$ cat config.mk
export PLATFORM = sky130hd
export DESIGN_NAME = srf_device_flat
export DESIGN_NICKNAME = d
export VERILOG_FILES = /design/src/design/srf_pkg.sv /design/src/design/srf_link_if.sv /design/src/design/srf_device.sv /design/src/flat_wrapper.sv
export SDC_FILE = /design/constraint.sdc
export NUM_CORES = 2
export LEC_CHECK = 0
export ABC_AREA = 1
export BUFFER_PORTS_ARGS = -buffer_cell sky130_fd_sc_hd__buf_2
export CORE_MARGIN = 2
export CORE_UTILIZATION = 42
export CTS_CLUSTER_DIAMETER = 30
export DETAILED_ROUTE_END_ITERATION = 16
export PLACE_DENSITY = 0.55
export SYNTH_ARGS = -nofsm -noshare
export SYNTH_HDL_FRONTEND = slang
export SYNTH_SLANG_ARGS = --single-unit
$ cat constraint.sdc
create_clock -name ref_clk -period 6.04 [get_ports ref_clk]
set_clock_uncertainty 0.15 [all_clocks]
set_input_delay 0.906 -clock ref_clk [delete_from_list [all_inputs] [get_ports ref_clk]]
set_output_delay 0.906 -clock ref_clk [all_outputs]
set_load 0.01 [all_outputs]
$ cat src/design/srf_pkg.sv
package srf_pkg;
  localparam int FRAME_BYTES = 3;
  localparam logic [2:0] RSP_LEN_READ = 3'h3;
  localparam logic [2:0] RSP_LEN_RAW = 3'h4;
  localparam logic [2:0] RSP_LEN_FULL = 3'h7;
  localparam logic [2:0] RSP_LEN_NONE = 3'h1;
  localparam int RESULT_BITS = 24;
  localparam logic [4:0] RESULT_BITS_5 = 5'h18;
  // command byte layout
  localparam logic [3:0] RAW_NIB = 4'hA;
  localparam logic [1:0] READ_OP = 2'h0;
  localparam logic [1:0] WRITE_OP = 2'h1;
  localparam logic [7:0] CMD_FULL = 8'hAA;
  localparam logic [7:0] CMD_CHECKSUM = 8'h90;
  localparam logic [7:0] CMD_SEL_SETUP1 = 8'hB0;
  localparam logic [7:0] CMD_SEL_SETUP2 = 8'hB1;
  localparam int TYPE_EXT_CFG = 0;
  localparam int TYPE_AUTOZERO = 1;
  localparam int TYPE_TEMP = 2;
  localparam int TYPE_RESERVED = 3;
  // nonvolatile memory map
  localparam int NVM_WORDS = 64;
  localparam int NVM_AW = 6;
  localparam logic [5:0] USER_WORDS = 6'h1A;
  localparam logic [5:0] CHECKSUM_ADDR = 6'h39;
  localparam logic [5:0] SETUP1_ADDR = 6'h02;
  localparam logic [5:0] SETUP2_ADDR = 6'h03;
  // status byte
  localparam logic [7:0] STAT_POWER = 8'h40;
  localparam logic [7:0] STAT_BUSY = 8'h20;
  localparam logic [7:0] STAT_MEMERR = 8'h04;
  typedef enum logic [1:0] {DEV_IDLE, DEV_SCAN, DEV_MEAS} srf_dev_state_e;
  typedef enum logic [2:0] {HST_IDLE, HST_SEND, HST_GUARD, HST_WAIT, HST_READ, HST_DONE}
    srf_host_state_e;
endpackage : srf_pkg

$ cat src/design/srf_link_if.sv
`timescale 1ns/1ns
interface srf_link_if;
  logic cmd_valid;
  logic [7:0] cmd_data;
  logic rsp_req;
  logic rsp_valid;
  logic [7:0] rsp_data;
  logic dev_busy;
  modport dev (input cmd_valid, input cmd_data, input rsp_req,
               output rsp_valid, output rsp_data, output dev_busy);
  modport host (output cmd_valid, output cmd_data, output rsp_req,
                input rsp_valid, input rsp_data, input dev_busy);
endinterface : srf_link_if

$ cat src/design/srf_device.sv
// Operation
// - every command frame is three bytes
// - responses are one, three, four or seven bytes
// - results are 24-bit, MSB byte first
// - host shifts short results right arithmetically
// - raw command is A nibble plus type
// - eight raw types: zero, input, config source
// - memory is 16-bit words, 0x1A user
// - checksum word at 0x39 written on request
// - memory error clears at power-up after checksum
// - host writes checksum as last step
// - types 0, 2, 4 and 6 use stored setup
// - selected setup holds until the next select command or reset; first default
// - measurement response starts with status byte
`timescale 1ns/1ns
module srf_device #(
  parameter int NVM_WORDS = srf_pkg::NVM_WORDS
) (
  input wire logic ref_clk, // system clock
  input wire logic rst, // synchronous reset, power-up
  srf_link_if.dev link, // byte link to host
  output logic meas_start, // pulse: start conversion
  output logic [15:0] meas_cfg, // setup for the conversion
  output logic meas_temp, // temperature input chosen
  output logic meas_autozero, // offset measurement chosen
  output logic meas_full, // full measurement, two results
  input wire logic meas_done, // pulse: conversion finished
  input wire logic [23:0] meas_result, // first result
  input wire logic [23:0] meas_result2, // temperature result of full measurement
  output logic mem_error, // checksum mismatch at power-up
  output logic setup2_active // second stored setup in use
);

  ////////////////////////////////////////////////////////////////////////
  srf_pkg::srf_dev_state_e st_q, st_d;
  logic [1:0] byte_cnt_q;
  logic [7:0] op_q;
  logic [7:0] d1_q;
  logic [15:0] nvm_q [NVM_WORDS];
  logic [47:0] rb_q;
  logic [2:0] rsp_len_q;
  logic [2:0] rsp_idx_q;
  logic [5:0] scan_addr_q;
  logic [15:0] scan_sum_q;
  logic scan_wr_q;
  logic mem_error_q;
  logic setup2_q;
  logic meas_start_q;
  logic [15:0] meas_cfg_q;
  logic meas_temp_q;
  logic meas_autozero_q;
  logic meas_full_q;
  logic rsp_valid_q;
  logic [7:0] rsp_data_q;
  logic busy_q;

  ////////////////////////////////////////////////////////////////////////
  // frame decode
  wire idle = (st_q == srf_pkg::DEV_IDLE);
  wire last_byte = (byte_cnt_q == 2'(srf_pkg::FRAME_BYTES - 1));
  wire frame_end = idle && link.cmd_valid && last_byte;
  wire [15:0] fdata = {d1_q, link.cmd_data};
  wire [5:0] op_addr = op_q[5:0];
  wire is_read = (op_q[7:6] == srf_pkg::READ_OP);
  wire is_write = (op_q[7:6] == srf_pkg::WRITE_OP);
  wire is_raw = (op_q[7:4] == srf_pkg::RAW_NIB) && !op_q[srf_pkg::TYPE_RESERVED];
  wire is_full = (op_q == srf_pkg::CMD_FULL);
  wire is_cks = (op_q == srf_pkg::CMD_CHECKSUM);
  wire is_sel1 = (op_q == srf_pkg::CMD_SEL_SETUP1);
  wire is_sel2 = (op_q == srf_pkg::CMD_SEL_SETUP2);
  wire raw_ext = op_q[srf_pkg::TYPE_EXT_CFG];
  wire [5:0] setup_addr = setup2_q ? srf_pkg::SETUP2_ADDR : srf_pkg::SETUP1_ADDR;
  wire [15:0] stored_measure_setup = nvm_q[setup_addr];
  wire [15:0] sel_cfg = (is_raw && raw_ext) ? fdata : stored_measure_setup;
  wire user_wr = frame_end && is_write && (op_addr < srf_pkg::USER_WORDS);
  wire [15:0] rd_word = nvm_q[op_addr];

  ////////////////////////////////////////////////////////////////////////
  // checksum scan
  wire [15:0] scan_total = scan_sum_q + nvm_q[scan_addr_q];
  wire scan_last = (scan_addr_q == srf_pkg::CHECKSUM_ADDR - 6'h01);
  wire scan_end = (st_q == srf_pkg::DEV_SCAN) && scan_last;
  wire cks_wr = scan_end && scan_wr_q;
  wire meas_end = (st_q == srf_pkg::DEV_MEAS) && meas_done;

  ////////////////////////////////////////////////////////////////////////
  // response bytes
  wire [7:0] status = srf_pkg::STAT_POWER | (busy_q ? srf_pkg::STAT_BUSY : 8'h00)
                    | (mem_error_q ? srf_pkg::STAT_MEMERR : 8'h00);
  wire [55:0] rsp_all = {status, rb_q};
  wire [5:0] rsp_sel = 6'(55) - {rsp_idx_q, 3'b000};
  wire in_len = (rsp_idx_q < rsp_len_q);
  wire [7:0] rsp_byte = in_len ? rsp_all[rsp_sel -: 8] : 8'h00;
  wire [47:0] meas_bytes = meas_full_q ? {meas_result, meas_result2}
                                       : {meas_result, 24'h000000};

  ////////////////////////////////////////////////////////////////////////
  always_comb begin
    st_d = st_q;
    unique case (st_q)
      srf_pkg::DEV_IDLE: begin
        if (frame_end && (is_raw || is_full)) begin
          st_d = srf_pkg::DEV_MEAS;
        end else if (frame_end && is_cks) begin
          st_d = srf_pkg::DEV_SCAN;
        end
      end
      srf_pkg::DEV_SCAN: begin
        if (scan_last) begin
          st_d = srf_pkg::DEV_IDLE;
        end
      end
      srf_pkg::DEV_MEAS: begin
        if (meas_done) begin
          st_d = srf_pkg::DEV_IDLE;
        end
      end
    endcase
  end

  always_ff @(posedge ref_clk) begin
    if (rst) begin
      st_q <= srf_pkg::DEV_SCAN;
      busy_q <= 1'b1;
    end else begin
      st_q <= st_d;
      busy_q <= (st_d != srf_pkg::DEV_IDLE);
    end
  end

  ////////////////////////////////////////////////////////////////////////
  // frame collection
  always_ff @(posedge ref_clk) begin
    if (rst) begin
      byte_cnt_q <= 2'h0;
      op_q <= 8'h00;
      d1_q <= 8'h00;
    end else if (idle && link.cmd_valid) begin
      byte_cnt_q <= last_byte ? 2'h0 : byte_cnt_q + 2'h1;
      if (byte_cnt_q == 2'h0) begin
        op_q <= link.cmd_data;
      end
      if (byte_cnt_q == 2'h1) begin
        d1_q <= link.cmd_data;
      end
    end
  end

  ////////////////////////////////////////////////////////////////////////
  // nonvolatile store, kept across reset; comes up erased to zero
  initial begin
    for (int i = 0; i < NVM_WORDS; i++) nvm_q[i] = 16'h0000;
  end
  always @(posedge ref_clk) begin
    if (user_wr) begin
      nvm_q[op_addr] <= fdata;
    end
    if (cks_wr) begin
      nvm_q[srf_pkg::CHECKSUM_ADDR] <= scan_total;
    end
  end

  always_ff @(posedge ref_clk) begin
    if (rst) begin
      scan_addr_q <= 6'h00;
      scan_sum_q <= 16'h0000;
      scan_wr_q <= 1'b0;
      mem_error_q <= 1'b0;
    end else begin
      if (st_q == srf_pkg::DEV_SCAN) begin
        scan_addr_q <= scan_last ? 6'h00 : scan_addr_q + 6'h01;
        scan_sum_q <= scan_last ? 16'h0000 : scan_total;
      end
      if (frame_end && is_cks) begin
        scan_wr_q <= 1'b1;
      end else if (scan_end) begin
        scan_wr_q <= 1'b0;
      end
      // only the power-up scan judges the memory
      if (scan_end && !scan_wr_q) begin
        mem_error_q <= (scan_total != nvm_q[srf_pkg::CHECKSUM_ADDR]);
      end
    end
  end

  ////////////////////////////////////////////////////////////////////////
  // setup selection
  always_ff @(posedge ref_clk) begin
    if (rst) begin
      setup2_q <= 1'b0;
    end else if (frame_end && is_sel2) begin
      setup2_q <= 1'b1;
    end else if (frame_end && is_sel1) begin
      setup2_q <= 1'b0;
    end
  end

  ////////////////////////////////////////////////////////////////////////
  // measurement request
  always_ff @(posedge ref_clk) begin
    if (rst) begin
      meas_start_q <= 1'b0;
      meas_cfg_q <= 16'h0000;
      meas_temp_q <= 1'b0;
      meas_autozero_q <= 1'b0;
      meas_full_q <= 1'b0;
    end else begin
      meas_start_q <= frame_end && (is_raw || is_full);
      if (frame_end && (is_raw || is_full)) begin
        meas_cfg_q <= sel_cfg;
        meas_temp_q <= is_raw && op_q[srf_pkg::TYPE_TEMP];
        meas_autozero_q <= is_raw && op_q[srf_pkg::TYPE_AUTOZERO];
        meas_full_q <= is_full;
      end
    end
  end

  ////////////////////////////////////////////////////////////////////////
  // response buffer and readout
  always_ff @(posedge ref_clk) begin
    if (rst) begin
      rb_q <= 48'h000000000000;
      rsp_len_q <= srf_pkg::RSP_LEN_NONE;
    end else if (frame_end) begin
      if (is_read) begin
        rb_q <= {rd_word, 32'h00000000};
        rsp_len_q <= srf_pkg::RSP_LEN_READ;
      end else if (is_full) begin
        rsp_len_q <= srf_pkg::RSP_LEN_FULL;
      end else if (is_raw) begin
        rsp_len_q <= srf_pkg::RSP_LEN_RAW;
      end else begin
        rsp_len_q <= srf_pkg::RSP_LEN_NONE;
      end
    end else if (meas_end) begin
      rb_q <= meas_bytes;
    end
  end

  always_ff @(posedge ref_clk) begin
    if (rst) begin
      rsp_idx_q <= 3'h0;
      rsp_valid_q <= 1'b0;
      rsp_data_q <= 8'h00;
    end else begin
      rsp_valid_q <= link.rsp_req;
      if (link.rsp_req) begin
        rsp_data_q <= rsp_byte;
      end
      if (frame_end) begin
        rsp_idx_q <= 3'h0;
      end else if (link.rsp_req && !busy_q && in_len) begin
        rsp_idx_q <= rsp_idx_q + 3'h1;
      end
    end
  end

  ////////////////////////////////////////////////////////////////////////
  assign link.rsp_valid = rsp_valid_q;
  assign link.rsp_data = rsp_data_q;
  assign link.dev_busy = busy_q;
  assign meas_start = meas_start_q;
  assign meas_cfg = meas_cfg_q;
  assign meas_temp = meas_temp_q;
  assign meas_autozero = meas_autozero_q;
  assign meas_full = meas_full_q;
  assign mem_error = mem_error_q;
  assign setup2_active = setup2_q;

endmodule : srf_device

$ cat src/flat_wrapper.sv
// flat-port wrapper written by rule: the top's interface ports become plain ports
module srf_device_flat 
#(
  parameter int NVM_WORDS = srf_pkg::NVM_WORDS
)
  (ref_clk, rst, meas_start, meas_cfg, meas_temp, meas_autozero, meas_full, meas_done, meas_result, meas_result2, mem_error, setup2_active, link_cmd_valid, link_cmd_data, link_rsp_req, link_rsp_valid, link_rsp_data, link_dev_busy);
  srf_link_if link_i ();
  input wire logic ref_clk;
  input wire logic rst;
  output logic meas_start;
  output logic [15:0] meas_cfg;
  output logic meas_temp;
  output logic meas_autozero;
  output logic meas_full;
  input wire logic meas_done;
  input wire logic [23:0] meas_result;
  input wire logic [23:0] meas_result2;
  output logic mem_error;
  output logic setup2_active;
  input wire logic [$bits(link_i.cmd_valid)-1:0] link_cmd_valid;
  input wire logic [$bits(link_i.cmd_data)-1:0] link_cmd_data;
  input wire logic [$bits(link_i.rsp_req)-1:0] link_rsp_req;
  output wire logic [$bits(link_i.rsp_valid)-1:0] link_rsp_valid;
  output wire logic [$bits(link_i.rsp_data)-1:0] link_rsp_data;
  output wire logic [$bits(link_i.dev_busy)-1:0] link_dev_busy;
  assign link_i.cmd_valid = link_cmd_valid;
  assign link_i.cmd_data = link_cmd_data;
  assign link_i.rsp_req = link_rsp_req;
  assign link_rsp_valid = link_i.rsp_valid;
  assign link_rsp_data = link_i.rsp_data;
  assign link_dev_busy = link_i.dev_busy;
  srf_device #(.NVM_WORDS(NVM_WORDS)) u_core (.ref_clk(ref_clk), .rst(rst), .link(link_i), .meas_start(meas_start), .meas_cfg(meas_cfg), .meas_temp(meas_temp), .meas_autozero(meas_autozero), .meas_full(meas_full), .meas_done(meas_done), .meas_result(meas_result), .meas_result2(meas_result2), .mem_error(mem_error), .setup2_active(setup2_active));
endmodule
==> summary.md <==
| Metric | Value |
|---|---|
| Final wirelength | 202000 um |
| Nets | 6653 |
| Post-synthesis cell type count | 61 |
| Slew Limit Headroom | 6.61% |
| Mapped Cells | a little under 6000 |
| Clk sinks | ~1200 |
| Critical path buffers and inverters | 5 |
| Number of enable flip-flop cells after synthesis | 1024 |
| DP Area | 0.0610 sq mm |
| Period Utilization, post-route | 85.7% |
| WS Path Type | flip-flop to flip-flop |
| WL per Instance | 23.5 um |
| RSZ-0062 raised after global routing | no |
| Worst hold path startpoint | meas_result2[4] |
| Cell depth of the worst flop-to-flop path | 20 |
| Commonest non-fill, non-tap cell in the layout | nor2_1 |
| Core Box Area | 0.134 sq mm |
| Average size of a mapped cell | 9.57 sq um |
| Die footprint | about 0.14 sq mm |
| Die Ht | 371 um |
| Max-cap violation count | 0 |
| Iter 0 DRT Violations | between 5000 and 6000 |
| CP max stage delay | about 590 ps |
| Site Rows | roughly 130 |
| Area used by multi-input combinational logic | 0.0226 sq mm |
| Post-CTS setup repair buffer count | 0 |
| CP Capture Type | flip-flop |
| Placed Cells | 8022 |
| Layout cells sized above 1 | 11.9% |
| Resized cells post-CTS | 0 |
| Startpoint Class | flip-flop |
| Most frequent cells in the layout | 1249 x nor2_1, 1208 x o21ai_0, 1024 x edfxtp_1 |
| Primary FF master, synth | edfxtp_1 |
| Area Overhead vs Synth | 25.9% |
| DPL Wire Length | 114000 um |
| I/O pins | 93 |
| First-pass GRT wire length | 298000 um |
| Via count | just under 50000 |
| Drc violations | 0 |
| Post-layout min period | 5180 ps |
| Vias in the first global route | roughly 48000 |
| Worst-Skew Late Latency | just over 900 ps |
| Finish-stage setup viols | 0 |
| Worst R2R End | u_core.nvm_q[27][15] |
| Yosys Warn Count | 0 |
| Final Hold Fails | 0 |
| Critical-path cell list | inv_8 > buf_12 > o21ai_0 > o22ai_1 > nor2_1 > o32ai_1 > o21ai_0 > o21ai_1 > ha_1 > inv_1 > nor3_2 > nand3_2 > nand3_2 > inv_2 > o21ai_4 > a21oi_1 > nand3_1 > nand2_1 > o21ai_4 > buf_12 |
| Largest net degree at the start of global routing | 205 |
| Slew @ Worst Pin | approximately 1400 ps |
| Final cell count without fillers | 8562 |
| Pwr Density | slightly below 500 mW/mm^2 |
| Crit path DAT | 5750 ps |
| FFs w/ async S/R, synth | 0% |
| Worst IR Drop VDD | 0.000614 V |
| Leak Pwr | around 26 nW |
| Synth Area in Adders | 0.544% |
| Fin Setup TNS | 0 ps |
| Status | finished, final reports clean |
| CP top delay family | compound AO/OA/AOI/OAI gates |
| Netlist Area Pre-Place | ~0.057 sq mm |
| Clock-pin transition on the worst setup and hold timing paths | 50 ps |
| Pins Over Slew Limit | 0 |
| CTS tree | built |
| Number of synthesized register bits | approximately 1200 |
| Slowest library cell on the worst path | o21ai_4 |
| Top post-synthesis cells by area | edfxtp_1 54%, o21ai_0 11%, nor2_1 8.4%, o22ai_1 5.5%, dfxtp_1 5.0% |
| Pwr Total | 35.0 mW |
| Simple-gate share of the synthesized area | 13.2% |
| Design area | 0.0713 sq mm |
| CTS max path bufs | 4 |
| DRT antenna net count | 0 |
| Yosys top cell area share | 54.3% |
| Hold WC Path Type | input pin to flip-flop |
| Pre-Repair DR Iteration Count | 9 |
| Final Wtd Congestion | 0.905 |
| Mux cell area share after synthesis | 0% |
| Port buffer count | 92 |
| R2r setup slk | 860 ps |
| H-Tree Depth | 5 |
| Xor and xnor area share after synthesis | less than 1% |
| Register area | 0.0336 sq mm |
| WP data required | approximately 6600 ps |
| Via density | 5.80 |
| Die W | 371 um |
| Worst Hold Path Cells | 3 |
| Tot GR Track Use | between 20% and 30% |
| Crit-path max FO | 71 |
| Fillcell total | between 10000 and 15000 |
| Root Driver | clkbuf_16 |
| Final hold slack | 97.0 ps |
| Number of antenna violations at the first check in global routing | 3 |
| Largest family of logic cells by synthesized area | compound AO/OA/AOI/OAI gates |
| Worst Hold End | u_core.rb_q[4] |
| Compound-Gate Fraction of Synth Area | 21.5% |
| Max Clock Freq | 193 MHz |
| Largest area contributor in the netlist | edfxtp_1 |
| Grt ovf | 0 |
| Initial Utilization | 42.3% |
| Seq/Total Area, Yosys | about three fifths |
| CTS Buf Count | around 310 |
| Hold-fix buffers, CTS | 0 |
==> final cells by class <==
cell class                      count  share of cell area (%)
Multi-Input combinational cell   4716                    31.8
Sequential cell                  1165                    47.2
Clock inverter                    181                    2.73
Antenna cell                        1                 0.00351
Timing Repair Buffer              239                    2.90
Inverter                          134                   0.757
Clock buffer                      358                    11.6
Tap cell                         1768                    3.10
==> metal layers <==
layer	track usage (%)	share of wire [%]
met4	14.0	4.5
met5	0	0.0065
met1	36.9	40
met2	45.3	45
met3	7.13	10
==> state kept, by name (all words and copies together) (netlist names), 2 cells and up, named ones only <==
name	count
u_core.rsp_len_q	3
u_core.d1_q	8
u_core.st_q	2
u_core.nvm_q	1024
u_core.scan_addr_q	6
u_core.link.rsp_data	8
u_core.rb_q	48
u_core.op_q	8
u_core.scan_sum_q	16
u_core.rsp_idx_q	3
u_core.byte_cnt_q	2
u_core.meas_cfg	16
==> worst min-delay path, delay by kind of cell <==
kind | cells | cell delay, ps
AND/OR/NAND/NOR | 2 | 120
buffers and inverters | 1 | 70
==> through the flow <==
stage               util, %  setup slack, ps
finish                 53.3              864
detailed placement     45.7             1020
global placement       45.7             1020
global route           53.3              508
CTS                    53.3              991
floorplan                 -              157
==> cells in the mapped netlist (all sizes together) (2+ instances only) <==
master  count
a21oi     157
o21bai      5
xor2       11
inv       129
nor3       23
or2        16
clkbuf    263
o31ai       2
nand4       4
o221a      10
a31oi       5
dfxtp     141
nand3b      2
o21ai    1379
nor2     1268
o311ai      5
buf       227
o32ai      21
a211oi     11
nand3     179
o221ai     45
clkinv      5
ha         23
edfxtp   1024
nand2     394
o22ai     496
o211ai     59
==> kinds of logic after synthesis <==
group,count (synthesis)
AOI/OAI and AO/OA,2199
and+or+nand+nor,1887
DFF,1165
buffers and inverters,624
adders and majority gates,24
xor gates and xnor gates,14
other,1
==> power breakdown <==
group | leakage (nW) | switching, mW | internal, mW
clock network | 4.96 | 4.88 | 11.2
registers | 11.0 | 0.310 | 9.18
logic | 10.5 | 6.63 | 2.82
total | 26.5 | 11.8 | 23.2
==> how the worst max path moves through the flow <==
stage               from              endpoint  cells past startpoint
3_3_place_gp   flip-flop  u_core.nvm_q[44][15]                     21
5_1_grt        flip-flop  u_core.nvm_q[46][15]                     20
6_report       flip-flop  u_core.nvm_q[27][15]                     20
2_1_floorplan  flip-flop    u_core.nvm_q[0][9]                     17
3_5_place_dp   flip-flop  u_core.nvm_q[45][15]                     18
4_1_cts        flip-flop  u_core.nvm_q[42][15]                     20
Power figures use the tool's default switching activity.
